**config.mk**
```make
export PLATFORM = sky130hd
export DESIGN_NAME = auto_powerdown_control
export DESIGN_NICKNAME = d
export VERILOG_FILES = /design/src/design/apd_pkg.sv /design/src/design/apd_edge_det.sv /design/src/design/auto_powerdown_control.sv
export VERILOG_INCLUDE_DIRS = /design/src /design/src/design
export SDC_FILE = /design/constraint.sdc
export NUM_CORES = 1
export LEC_CHECK = 0
export BUFFER_PORTS_ARGS = -buffer_cell sky130_fd_sc_hd__buf_2
export CAP_MARGIN = 10
export CELL_PAD_IN_SITES_DETAIL_PLACEMENT = 0
export CELL_PAD_IN_SITES_GLOBAL_PLACEMENT = 1
export CORE_MARGIN = 2
export CORE_UTILIZATION = 51
export DETAILED_ROUTE_END_ITERATION = 16
export PLACE_DENSITY_LB_ADDON = 0.1
export SETUP_SLACK_MARGIN = 0.2
export SYNTH_ARGS = -nofsm -noshare
export SYNTH_HDL_FRONTEND = slang
export SYNTH_SLANG_ARGS = --single-unit
export TNS_END_PERCENT = 1
```
**constraint.sdc**
```tcl
create_clock -name clk -period 4.5 [get_ports clk]
set_input_delay 0.45 -clock clk [delete_from_list [all_inputs] [get_ports clk]]
set_output_delay 0.45 -clock clk [all_outputs]
set_load 0.02 [all_outputs]
```
**src/design/apd_defs.svh**
```systemverilog
`ifndef APD_DEFS_SVH
`define APD_DEFS_SVH

// Clock rate in kHz (20 MHz)
`define APD_CLK_KHZ          20000
// Inactivity time before auto powerdown, seconds
`define APD_IDLE_S           30
// Idle count: 30 s at 20 MHz
`define APD_IDLE_CYC         (`APD_IDLE_S * `APD_CLK_KHZ * 1000)
// Invalid-level persistence time, microseconds
`define APD_INVALID_US       30
// Invalid count, rounded down, plus one extra cycle for "more than"
`define APD_INVALID_CYC      ((`APD_INVALID_US * `APD_CLK_KHZ) / 1000 + 1)
// Valid-level report delay, microseconds
`define APD_VALID_US         1
// Valid delay count
`define APD_VALID_CYC        ((`APD_VALID_US * `APD_CLK_KHZ) / 1000)
// Wake to ready-to-transmit limit, microseconds
`define APD_WAKE_US          100
// Wake limit count, rounded down
`define APD_WAKE_CYC         ((`APD_WAKE_US * `APD_CLK_KHZ) / 1000)

`endif

```
**src/design/apd_pkg.sv**
```systemverilog
package apd_pkg;
    // Power state of the transceiver core
    typedef enum logic [1:0] {
        PWR_DOWN   = 2'b00,
        PWR_WAKING = 2'b01,
        PWR_ACTIVE = 2'b10
    } pwr_state_t;
endpackage

```
**src/design/apd_edge_det.sv**
```systemverilog
// Edge detector on a vector of synchronous inputs
module apd_edge_det #(
    parameter int WIDTH = 4
) (
    input  wire logic             clk,
    input  wire logic             reset,
    input  wire logic [WIDTH-1:0] sig,
    output logic                  any_edge
);
    logic [WIDTH-1:0] prev_r;   // Last sampled value

    // Keep the previous sample
    always_ff @(posedge clk) begin
        if (reset) begin
            // Take the pin level, not zero: a pin idling high
            // would otherwise look like an edge after reset
            prev_r <= sig;
        end else begin
            prev_r <= sig;
        end
    end

    // Any bit changed, either direction
    always_comb begin
        any_edge = |(prev_r ^ sig);
    end
endmodule // apd_edge_det

```
**src/design/auto_powerdown_control.sv**
```systemverilog
// Functional notes
// [RQ1] Force-sleep low always powers down
// [RQ2] Force-awake high disables automatic powerdown
// [RQ3] Auto mode only: awake low, sleep high
// [RQ4] 30 s without edges shuts pump
// [RQ5] Any input edge wakes from auto powerdown
// [RQ6] Timer stays expired while powered down
// [RQ7] Manual exit needs both high or edge
// [RQ8] Awake falling edge restarts 30 s hold
// [RQ9] Ready to transmit within 100 us
// [RQ10] Monitor variant disables receiver outputs down
// [RQ11] Flag low after 30 us invalid
// [RQ12] Flag high 1 us after valid
// [RQ13] Flag works in every mode, no effect
// [RQ14] Ready low on powerdown, high at pump
// [RQ15] System may tie flag to both pins
// [RQ16] Hybrid: stays down until valid plus edge
// [RQ17] System may tie both pins together
// [RQ18] Timers are parameterised clock counters
// [RQ19] Synchronous inputs, edges on synced signals
`include "apd_defs.svh"

module auto_powerdown_control #(
    parameter int N_TX         = 2,
    parameter int N_RX         = 2,
    parameter bit HAS_MONITOR  = 1'b0,
    parameter int IDLE_CYC     = `APD_IDLE_CYC,
    parameter int INVALID_CYC  = `APD_INVALID_CYC,
    parameter int VALID_CYC    = `APD_VALID_CYC
) (
    input  wire logic            clk,
    input  wire logic            reset,
    input  wire logic            force_awake_input,
    input  wire logic            force_sleep_input,
    input  wire logic [N_TX-1:0] tx_in,
    input  wire logic [N_RX-1:0] rx_in,
    input  wire logic [N_RX-1:0] rx_level_valid,
    input  wire logic            pump_ok,
    output logic                 pump_en,
    output logic                 tx_en,
    output logic                 rx_out_en,
    output logic                 ready,
    output logic                 level_valid_n_flag
);

    localparam int NE = N_TX + N_RX;
    localparam int WK = `APD_WAKE_CYC;

    logic          any_edge;       // Edge on any data input
    logic          awake_prev_r;   // Last force-awake sample
    logic          idle_done_r;    // 30 s timer expired
    logic [31:0]   idle_cnt_r;     // Inactivity counter
    logic [31:0]   inv_cnt_r;      // Invalid-level counter
    logic [31:0]   val_cnt_r;      // Valid-level delay counter
    logic [10:0]   wake_cnt_r;     // Cycles since wake began
    logic [11:0]   wake_wait_r;    // Cycles up but not yet ready
    logic [31:0]   valid_run_r;    // Consecutive valid-level cycles
    logic [31:0]   inv_run_r;      // Consecutive invalid-level cycles
    logic          down;           // Combined power-down request
    logic          awake_fall;     // Force-awake falling edge
    logic          any_valid;      // Some receiver sees valid level
    apd_pkg::pwr_state_t state_r;  // Power state

    // [RQ19] edges on synced inputs
    apd_edge_det #(
        .WIDTH (NE)
    ) u_edge (
        .clk      (clk),
        .reset    (reset),
        .sig      ({tx_in, rx_in}),
        .any_edge (any_edge)
    );

    // Remember force-awake for its falling edge
    always_ff @(posedge clk) begin
        if (reset) begin
            awake_prev_r <= 1'b0;
        end else begin
            awake_prev_r <= force_awake_input;
        end
    end

    always_comb begin
        awake_fall = awake_prev_r & ~force_awake_input;
        any_valid  = |rx_level_valid;
    end

    // [RQ18] inactivity counter
    // [RQ6] held expired while down; edge or awake rise clears
    // [RQ8] awake fall restarts full 30 s
    always_ff @(posedge clk) begin
        if (reset) begin
            idle_cnt_r  <= 32'h0000_0000;
            idle_done_r <= 1'b0;
        end else if (any_edge || force_awake_input || awake_fall) begin
            // Activity, or forced on: restart the count
            idle_cnt_r  <= 32'h0000_0000;
            idle_done_r <= 1'b0;
        end else if (!force_sleep_input) begin
            // [RQ6] manual powerdown sets timer expired
            idle_done_r <= 1'b1;
        end else if (!idle_done_r) begin
            // [RQ4] count inactivity toward shutdown
            if (idle_cnt_r >= 32'(IDLE_CYC - 1)) begin
                idle_done_r <= 1'b1;
            end else begin
                idle_cnt_r <= idle_cnt_r + 32'h0000_0001;
            end
        end
    end

    // [RQ1] sleep low wins; [RQ2] [RQ3] auto only when awake low
    // [RQ5] [RQ7] edge or both high clears done
    // [RQ16] stays down until edge after valid return
    // An edge wakes at once, not a cycle after the timer clears
    always_comb begin
        down = !force_sleep_input ||
               (!force_awake_input && idle_done_r && !any_edge);
    end

    // Power state: down, charging, active
    always_ff @(posedge clk) begin
        if (reset) begin
            state_r    <= apd_pkg::PWR_ACTIVE;
            wake_cnt_r <= 11'h000;
        end else if (down) begin
            state_r    <= apd_pkg::PWR_DOWN;
            wake_cnt_r <= 11'h000;
        end else begin
            case (state_r)
                apd_pkg::PWR_DOWN: begin
                    state_r    <= apd_pkg::PWR_WAKING;
                    wake_cnt_r <= 11'h000;
                end
                apd_pkg::PWR_WAKING: begin
                    // [RQ9] [RQ14] ready at pump or 100 us bound
                    // Counter wide enough for the full 100 us
                    if (pump_ok || wake_cnt_r >= 11'(WK - 2)) begin
                        state_r <= apd_pkg::PWR_ACTIVE;
                    end else begin
                        wake_cnt_r <= wake_cnt_r + 11'h001;
                    end
                end
                apd_pkg::PWR_ACTIVE: begin
                    state_r <= apd_pkg::PWR_ACTIVE;
                end
                default: begin
                    state_r <= apd_pkg::PWR_DOWN;
                end
            endcase
        end
    end

    // Output enables, all registered
    always_ff @(posedge clk) begin
        if (reset) begin
            pump_en   <= 1'b1;
            tx_en     <= 1'b1;
            rx_out_en <= 1'b1;
            ready     <= 1'b1;
        end else begin
            // [RQ4] pump and transmitters off when down
            pump_en   <= !down;
            // Transmitters wait for the pump rail
            tx_en     <= !down && state_r != apd_pkg::PWR_DOWN &&
                         (pump_ok || state_r == apd_pkg::PWR_ACTIVE);
            // [RQ10] monitor variant drops receivers in powerdown
            rx_out_en <= HAS_MONITOR ? !down : 1'b1;
            // [RQ14] ready low down, high at pump threshold
            ready     <= !down && state_r != apd_pkg::PWR_DOWN &&
                         (pump_ok || state_r == apd_pkg::PWR_ACTIVE);
        end
    end

    // [RQ11] [RQ12] [RQ13] level flag timers, any mode
    always_ff @(posedge clk) begin
        if (reset) begin
            inv_cnt_r          <= 32'h0000_0000;
            val_cnt_r          <= 32'h0000_0000;
            level_valid_n_flag <= 1'b0;
        end else if (any_valid) begin
            inv_cnt_r <= 32'h0000_0000;
            // [RQ12] rise after 1 us of valid level
            if (val_cnt_r >= 32'(VALID_CYC - 1)) begin
                level_valid_n_flag <= 1'b1;
            end else begin
                val_cnt_r <= val_cnt_r + 32'h0000_0001;
            end
        end else begin
            val_cnt_r <= 32'h0000_0000;
            // [RQ11] fall after more than 30 us invalid
            if (inv_cnt_r >= 32'(INVALID_CYC - 1)) begin
                level_valid_n_flag <= 1'b0;
            end else begin
                inv_cnt_r <= inv_cnt_r + 32'h0000_0001;
            end
        end
    end

    // Checker helpers: run lengths counted apart from the flag
    // timers, so the flag checks do not just echo the design
    // [RQ12] valid-level run
    always_ff @(posedge clk) begin
        if (reset || !any_valid) begin
            valid_run_r <= 32'h0000_0000;
        end else if (valid_run_r < 32'(VALID_CYC)) begin
            valid_run_r <= valid_run_r + 32'h0000_0001;
        end
    end

    // [RQ11] invalid-level run
    always_ff @(posedge clk) begin
        if (reset || any_valid) begin
            inv_run_r <= 32'h0000_0000;
        end else if (inv_run_r < 32'(INVALID_CYC)) begin
            inv_run_r <= inv_run_r + 32'h0000_0001;
        end
    end

    // [RQ9] cycles up but not ready; saturates, never wraps
    always_ff @(posedge clk) begin
        if (reset || down || ready) begin
            wake_wait_r <= 12'h000;
        end else if (wake_wait_r != 12'hFFF) begin
            wake_wait_r <= wake_wait_r + 12'h001;
        end
    end
endmodule // auto_powerdown_control

```
# --- Word-level counts from Yosys, hierarchy flattened ---
# Cells that the tools add are included.
classes:
  add_sub_neg: 4
  order_cmp: 4
  n_eq_ne: 6
  mux: 11
  n_bitwise: 6
  reduce_logical: 26
ops:
  columns: ["op", "count"]
  rows:
  - ["adder 32 x 1 -> 32 bit (second input constant)", 3]
  - ["greater-or-equal comparator 32 x 10 -> 1 bit (second input constant)", 1]
  - ["greater-or-equal comparator 32 x 30 -> 1 bit (second input constant)", 1]
  - ["greater-or-equal comparator 32 x 5 -> 1 bit (second input constant)", 1]
  - ["case mux 11 bit (2 select lines)", 1]
  - ["adder 11 x 1 -> 11 bit (second input constant)", 1]
  - ["greater-or-equal comparator 11 bit (second input constant)", 1]
  - ["two-way mux 11 bit", 1]
  - ["OR reduction 2 bit", 4]
  - ["two-way mux 1 bit", 6]
  - ["case mux 2 bit (3 select lines)", 1]
  - ["nonzero test 2 bit", 3]
  - ["logical OR 1 bit", 5]
  - ["logical AND 1 bit", 4]
  - ["logical NOT 1 bit", 4]
  - ["two-way mux 2 bit", 2]
  - ["inequality test 2 bit (second input constant)", 2]
  - ["NOT 1 bit", 4]
  - ["AND reduction 2 bit", 2]
  - ["OR reduction 4 bit", 1]
  - ["XOR 4 bit", 1]
  - ["inequality test 3 bit (second input constant)", 1]
  - ["AND reduction 3 bit", 1]
  - ["OR reduction 3 bit", 1]
  - ["5 further kinds", 5]
word_totals:
  register_bits: 118
  input_bits: 11
  out_inout_bits: 5
  wordCells: 69

# --- Logic depth before layout (Yosys ltp) ---
logic_depth:
  ltp_word: 8
  mapped_depth: 10
  depth_no_buf: 8

# --- Modules after synthesis ---
# From an unflattened synthesis, not the netlist that was laid out.
hier_totals:
  cells_unflattened: 501
  area_unflattened_um2: 4715.8
by_module_without_submodules:
  columns: ["module", "instances", "cells_per_inst", "area_per_inst_um2", "seq_area_each_um2"]
  rows:
  - ["auto_powerdown_control", 1, 492, 4594.4, 2282.2]
  - ["apd_edge_det", 1, 9, 121.4, 80.1]

# --- Least setup slack after synthesis ---
# No wires, ideal clock.
synth_path:
  path_type: "input port to flip-flop"
  startpoint: "input port force_sleep_input"
  endpoint: "register idle_cnt_r[29]"
  setup_ns: 0.070
  arrival_time_ns: 2.147
  required_time_ns: 4.430
  path_slack_ns: 2.283
  cell_stages: 8
  n_path_buf: 2
  cell_sequence: "nor4b_2 o21ai_0 a2111o_1 buf_6 and2_4 buf_6 or4_1 a21oi_1"
synth_via:
  elab_chain_len: 1
synth_lines:
  columns: ["element", "line", "text"]
  rows:
  - ["start, declared", "auto_powerdown_control.sv:34", "input wire logic force_sleep_input,"]
  - ["AND reduction 3 bit (no line)", null, null]
  - ["end signal, assigned", "auto_powerdown_control.sv:107", "idle_cnt_r <= idle_cnt_r + 32'h0000_0001;"]
  - ["end, declared", "auto_powerdown_control.sv:52", "logic [31:0] idle_cnt_r;"]
# Every way passes these cells.
# A chain may end at the register's enable or synchronous reset.

# --- Final worst setup path ---
layout_path:
  startpoint: "register idle_cnt_r[31]"
  endpoint: "register idle_cnt_r[29]"
layout_via:
  elab_chain_len: 3
layout_lines:
  columns: ["element", "line", "text"]
  rows:
  - ["greater-or-equal comparator 32 x 30 -> 1 bit", "auto_powerdown_control.sv:104", "if (idle_cnt_r >= 32'(IDLE_CYC - 1)) begin"]
  - ["NOT 1 bit (no line)", null, null]
  - ["AND reduction 3 bit (no line)", null, null]
# Every way passes these cells.

==> impl_metrics.tcl <==
set metrics [dict create \
    status "completed" \
    grt_setup_unrepaired "false" \
    num_vias 3336 \
    worstPathCellList "nor4b_2 > o21ai_0 > a2111o_1 > and2_4 > or4_1 > a21oi_1" \
    die_w_um 99.4 \
    crit_arrival_ps 2970 \
    gp_congestion 0.780 \
    rows 34 \
    finalClockSkew_ps 9.97 \
    ios 16 \
    viasPerCell 5.25 \
    initial_core_util_pct 52.9 \
    core_area_mm2 0.00876 \
    drt_first_pass_iters 4 \
    dpl_cell_area_mm2 0.00478 \
    hold_path.class "in2reg" \
    relSlewSlack_pct 49.3 \
    dieArea_mm2 0.00987 \
    synth_top_area_share_pct 50.9 \
    root_buffer "clkbuf_8" \
    hpwlAfterDp_mm 5.51 \
    cp.buffers_inverters 0 \
    synth.largest_area_cell "dfxtp_1" \
    layout_setup_ws_ps 1970 \
    cts_buffers 17 \
    drc 0 \
    drive_above_1_share_pct 11.2 \
    slew_violations 0 \
    min_period_ps 2530 \
    io_buffer_count 14 \
    synth_area_leaders "dfxtp_1, and2_1, nor2_1" \
    finalInstanceArea_mm2 0.00542 \
    cpPeakStageDelay_ps 670 \
    crit_path_max_fanout 19 \
    grt_max_degree 31 \
    antenna_found_initial 0 \
    cts_sinks 118 \
    path_class "reg2reg" \
    syn-instance-count 494 \
    grt.total_usage_pct 19.0 \
    p_leak_uw 0.00201 \
    cap_violations 0 \
    hold_buffers 0 \
    diodes 0 \
    syn_area_mm2 0.00464 \
    cpMaxStageDelayCell "a2111o_1" \
    ys_seq_area_share_pct 50.9 \
    postRouteAntennaNets 0 \
    worstPathRequired_ps 4940 \
    ys_seq_elements 118 \
    synth_edf_count 0 \
    yosys.cell_count.top_type "dfxtp_1" \
    p_per_area_mw_per_mm2 465 \
    irDropWorstVdd_v 0.000217 \
    worstMarginPinSlew_ps 754 \
    overflow 0 \
    place_ws_ps 1840 \
    synthFlopType "dfxtp_1" \
    fin_tns_setup_ps 0 \
    end_kind "flip-flop" \
    critical_path.top_delay_family "simple AND/OR/NAND/NOR gates" \
    final_net_count 534 \
    worstSkewPairLatency_ps 510 \
    drtIter0Drc 86 \
    cts_tree "done" \
    cts_setup_buffers 0 \
    die_h_um 99.4 \
    synth_warnings 0 \
    grt_pass1_vias 3249 \
    critPathLaunchType "flip-flop" \
    setup-violations-final 0 \
    yosysUniqueCellTypes 45 \
    totalWireLength_mm 8.45 \
    grt_pass1_wl_mm 15.2 \
    avgRoutedWirePerCell_um 13.3 \
    clock.fmax_mhz 395 \
    synth_fp_nets 514 \
    ys_async_sr_fraction_pct 0 \
    clock_path_buffers 2 \
    syn_area_per_cell_um2 9.39 \
    cts-resized-gates 0 \
    area_growth_pct 16.9 \
    finalHoldViolations 0 \
    htreeDepth 4 \
    synthTopCellsByCount "dfxtp_1, nor2_1, and2_1" \
    clkSlewWorstSetupHoldPaths_ps 60 \
    fin_crit_sh_pct 56.3 \
]
metal layers:
layer,wire [um],GRT usage (%)
met1,4190,24.9
met2,3890,29.3
met3,249,5.69
met4,120,8.11
met5,0,0
placed cells by master (no fill, tap or decap), types with 3 or more instances in the layout:
cell       netlist  layout
a211oi_1         9       9
a21oi_1         21      21
and2_1          53      53
and3_1           5       5
and4_1           3       3
buf_2            0      14
buf_4            2       4
bufinv_16        0       4
clkbuf_16        0      16
clkinv_4         0       4
dfxtp_1        118     118
ha_1             9       9
inv_1            8       8
inv_6            0       3
mux2i_1          4       4
nand2_1         33      33
nand3_1         16      16
nand4_1         18      18
nor2_1          57      57
nor2b_1          4       4
nor3_1          10      10
nor4_1          13      13
o211ai_1         5       5
o21ai_0         10      10
or2_2            3       3
or3_1            7       7
or4_1            6       6
xnor2_1         21      21
xor2_1          18      18
registers in the layout, summed over array words and instances (netlist names), 2 cells and up:
signal         cells
idle_cnt_r        32
inv_cnt_r         32
val_cnt_r         32
wake_cnt_r        11
u_edge.prev_r      4
state_r            2
worst reg2reg max path: stages, from the launching register on:
cell	delay (ps)
dfxtp_1	320
nor4b_2	260
o21ai_0	190
a2111o_1	670
and2_4	340
or4_1	540
a21oi_1	150
power by group:
part           total (uW)  switching (uW)  internal, uW
registers            1060            4.48          1050
logic                56.3            37.3          19.0
clock network        1410             487           919
through the flow:
| step | power [uW] | hold WS, ps | util, % | std cells |
|---|---|---|---|---|
| CTS | 2550 | 40.6 | 61.7 | 634 |
| global route | 2610 | 37.8 | 61.9 | 635 |
| detailed placement | 1130 | 444 | 54.6 | 602 |
| finish | 2520 | 57.9 | 61.9 | 635 |
| floorplan | 1120 | 430 | - | 494 |
| global placement | 1130 | 442 | 54.6 | 602 |
area by class of cell:
cell class	instances	area (um^2)
inverter	8	30.0
multi-input combinational	350	2160
fill	734	3340
sequential	118	2360
clock buffer	18	428
clock inverter	14	199
timing repair buffer	19	111
tap	108	135
logic make-up after synthesis:
family          after synthesis  share of synthesized area (%)
buf+inv                      26                           2.59
xor+xnor                     39                           7.36
simple gates                237                           27.5
compound gates               60                           8.28
other cells                   1                         0.0809
mux                           4                          0.863
flops                       118                           50.9
fa+ha+maj                     9                           2.43
worst paths after layout:
path,startpoint,cells past startpoint,to,slack (ps)
min reg2reg,inv_cnt_r[19]$_SDFFE_PP0N_,1,inv_cnt_r[19]$_SDFFE_PP0N_,460
max,idle_cnt_r[31]$_SDFFE_PP0P_,6,idle_cnt_r[29]$_SDFFE_PP0P_,1970
max reg2reg,idle_cnt_r[31]$_SDFFE_PP0P_,6,idle_cnt_r[29]$_SDFFE_PP0P_,1970
min,rx_in[1],1,u_edge.prev_r[1]$_DFF_P_,60
Power figures use the tool's default switching activity.
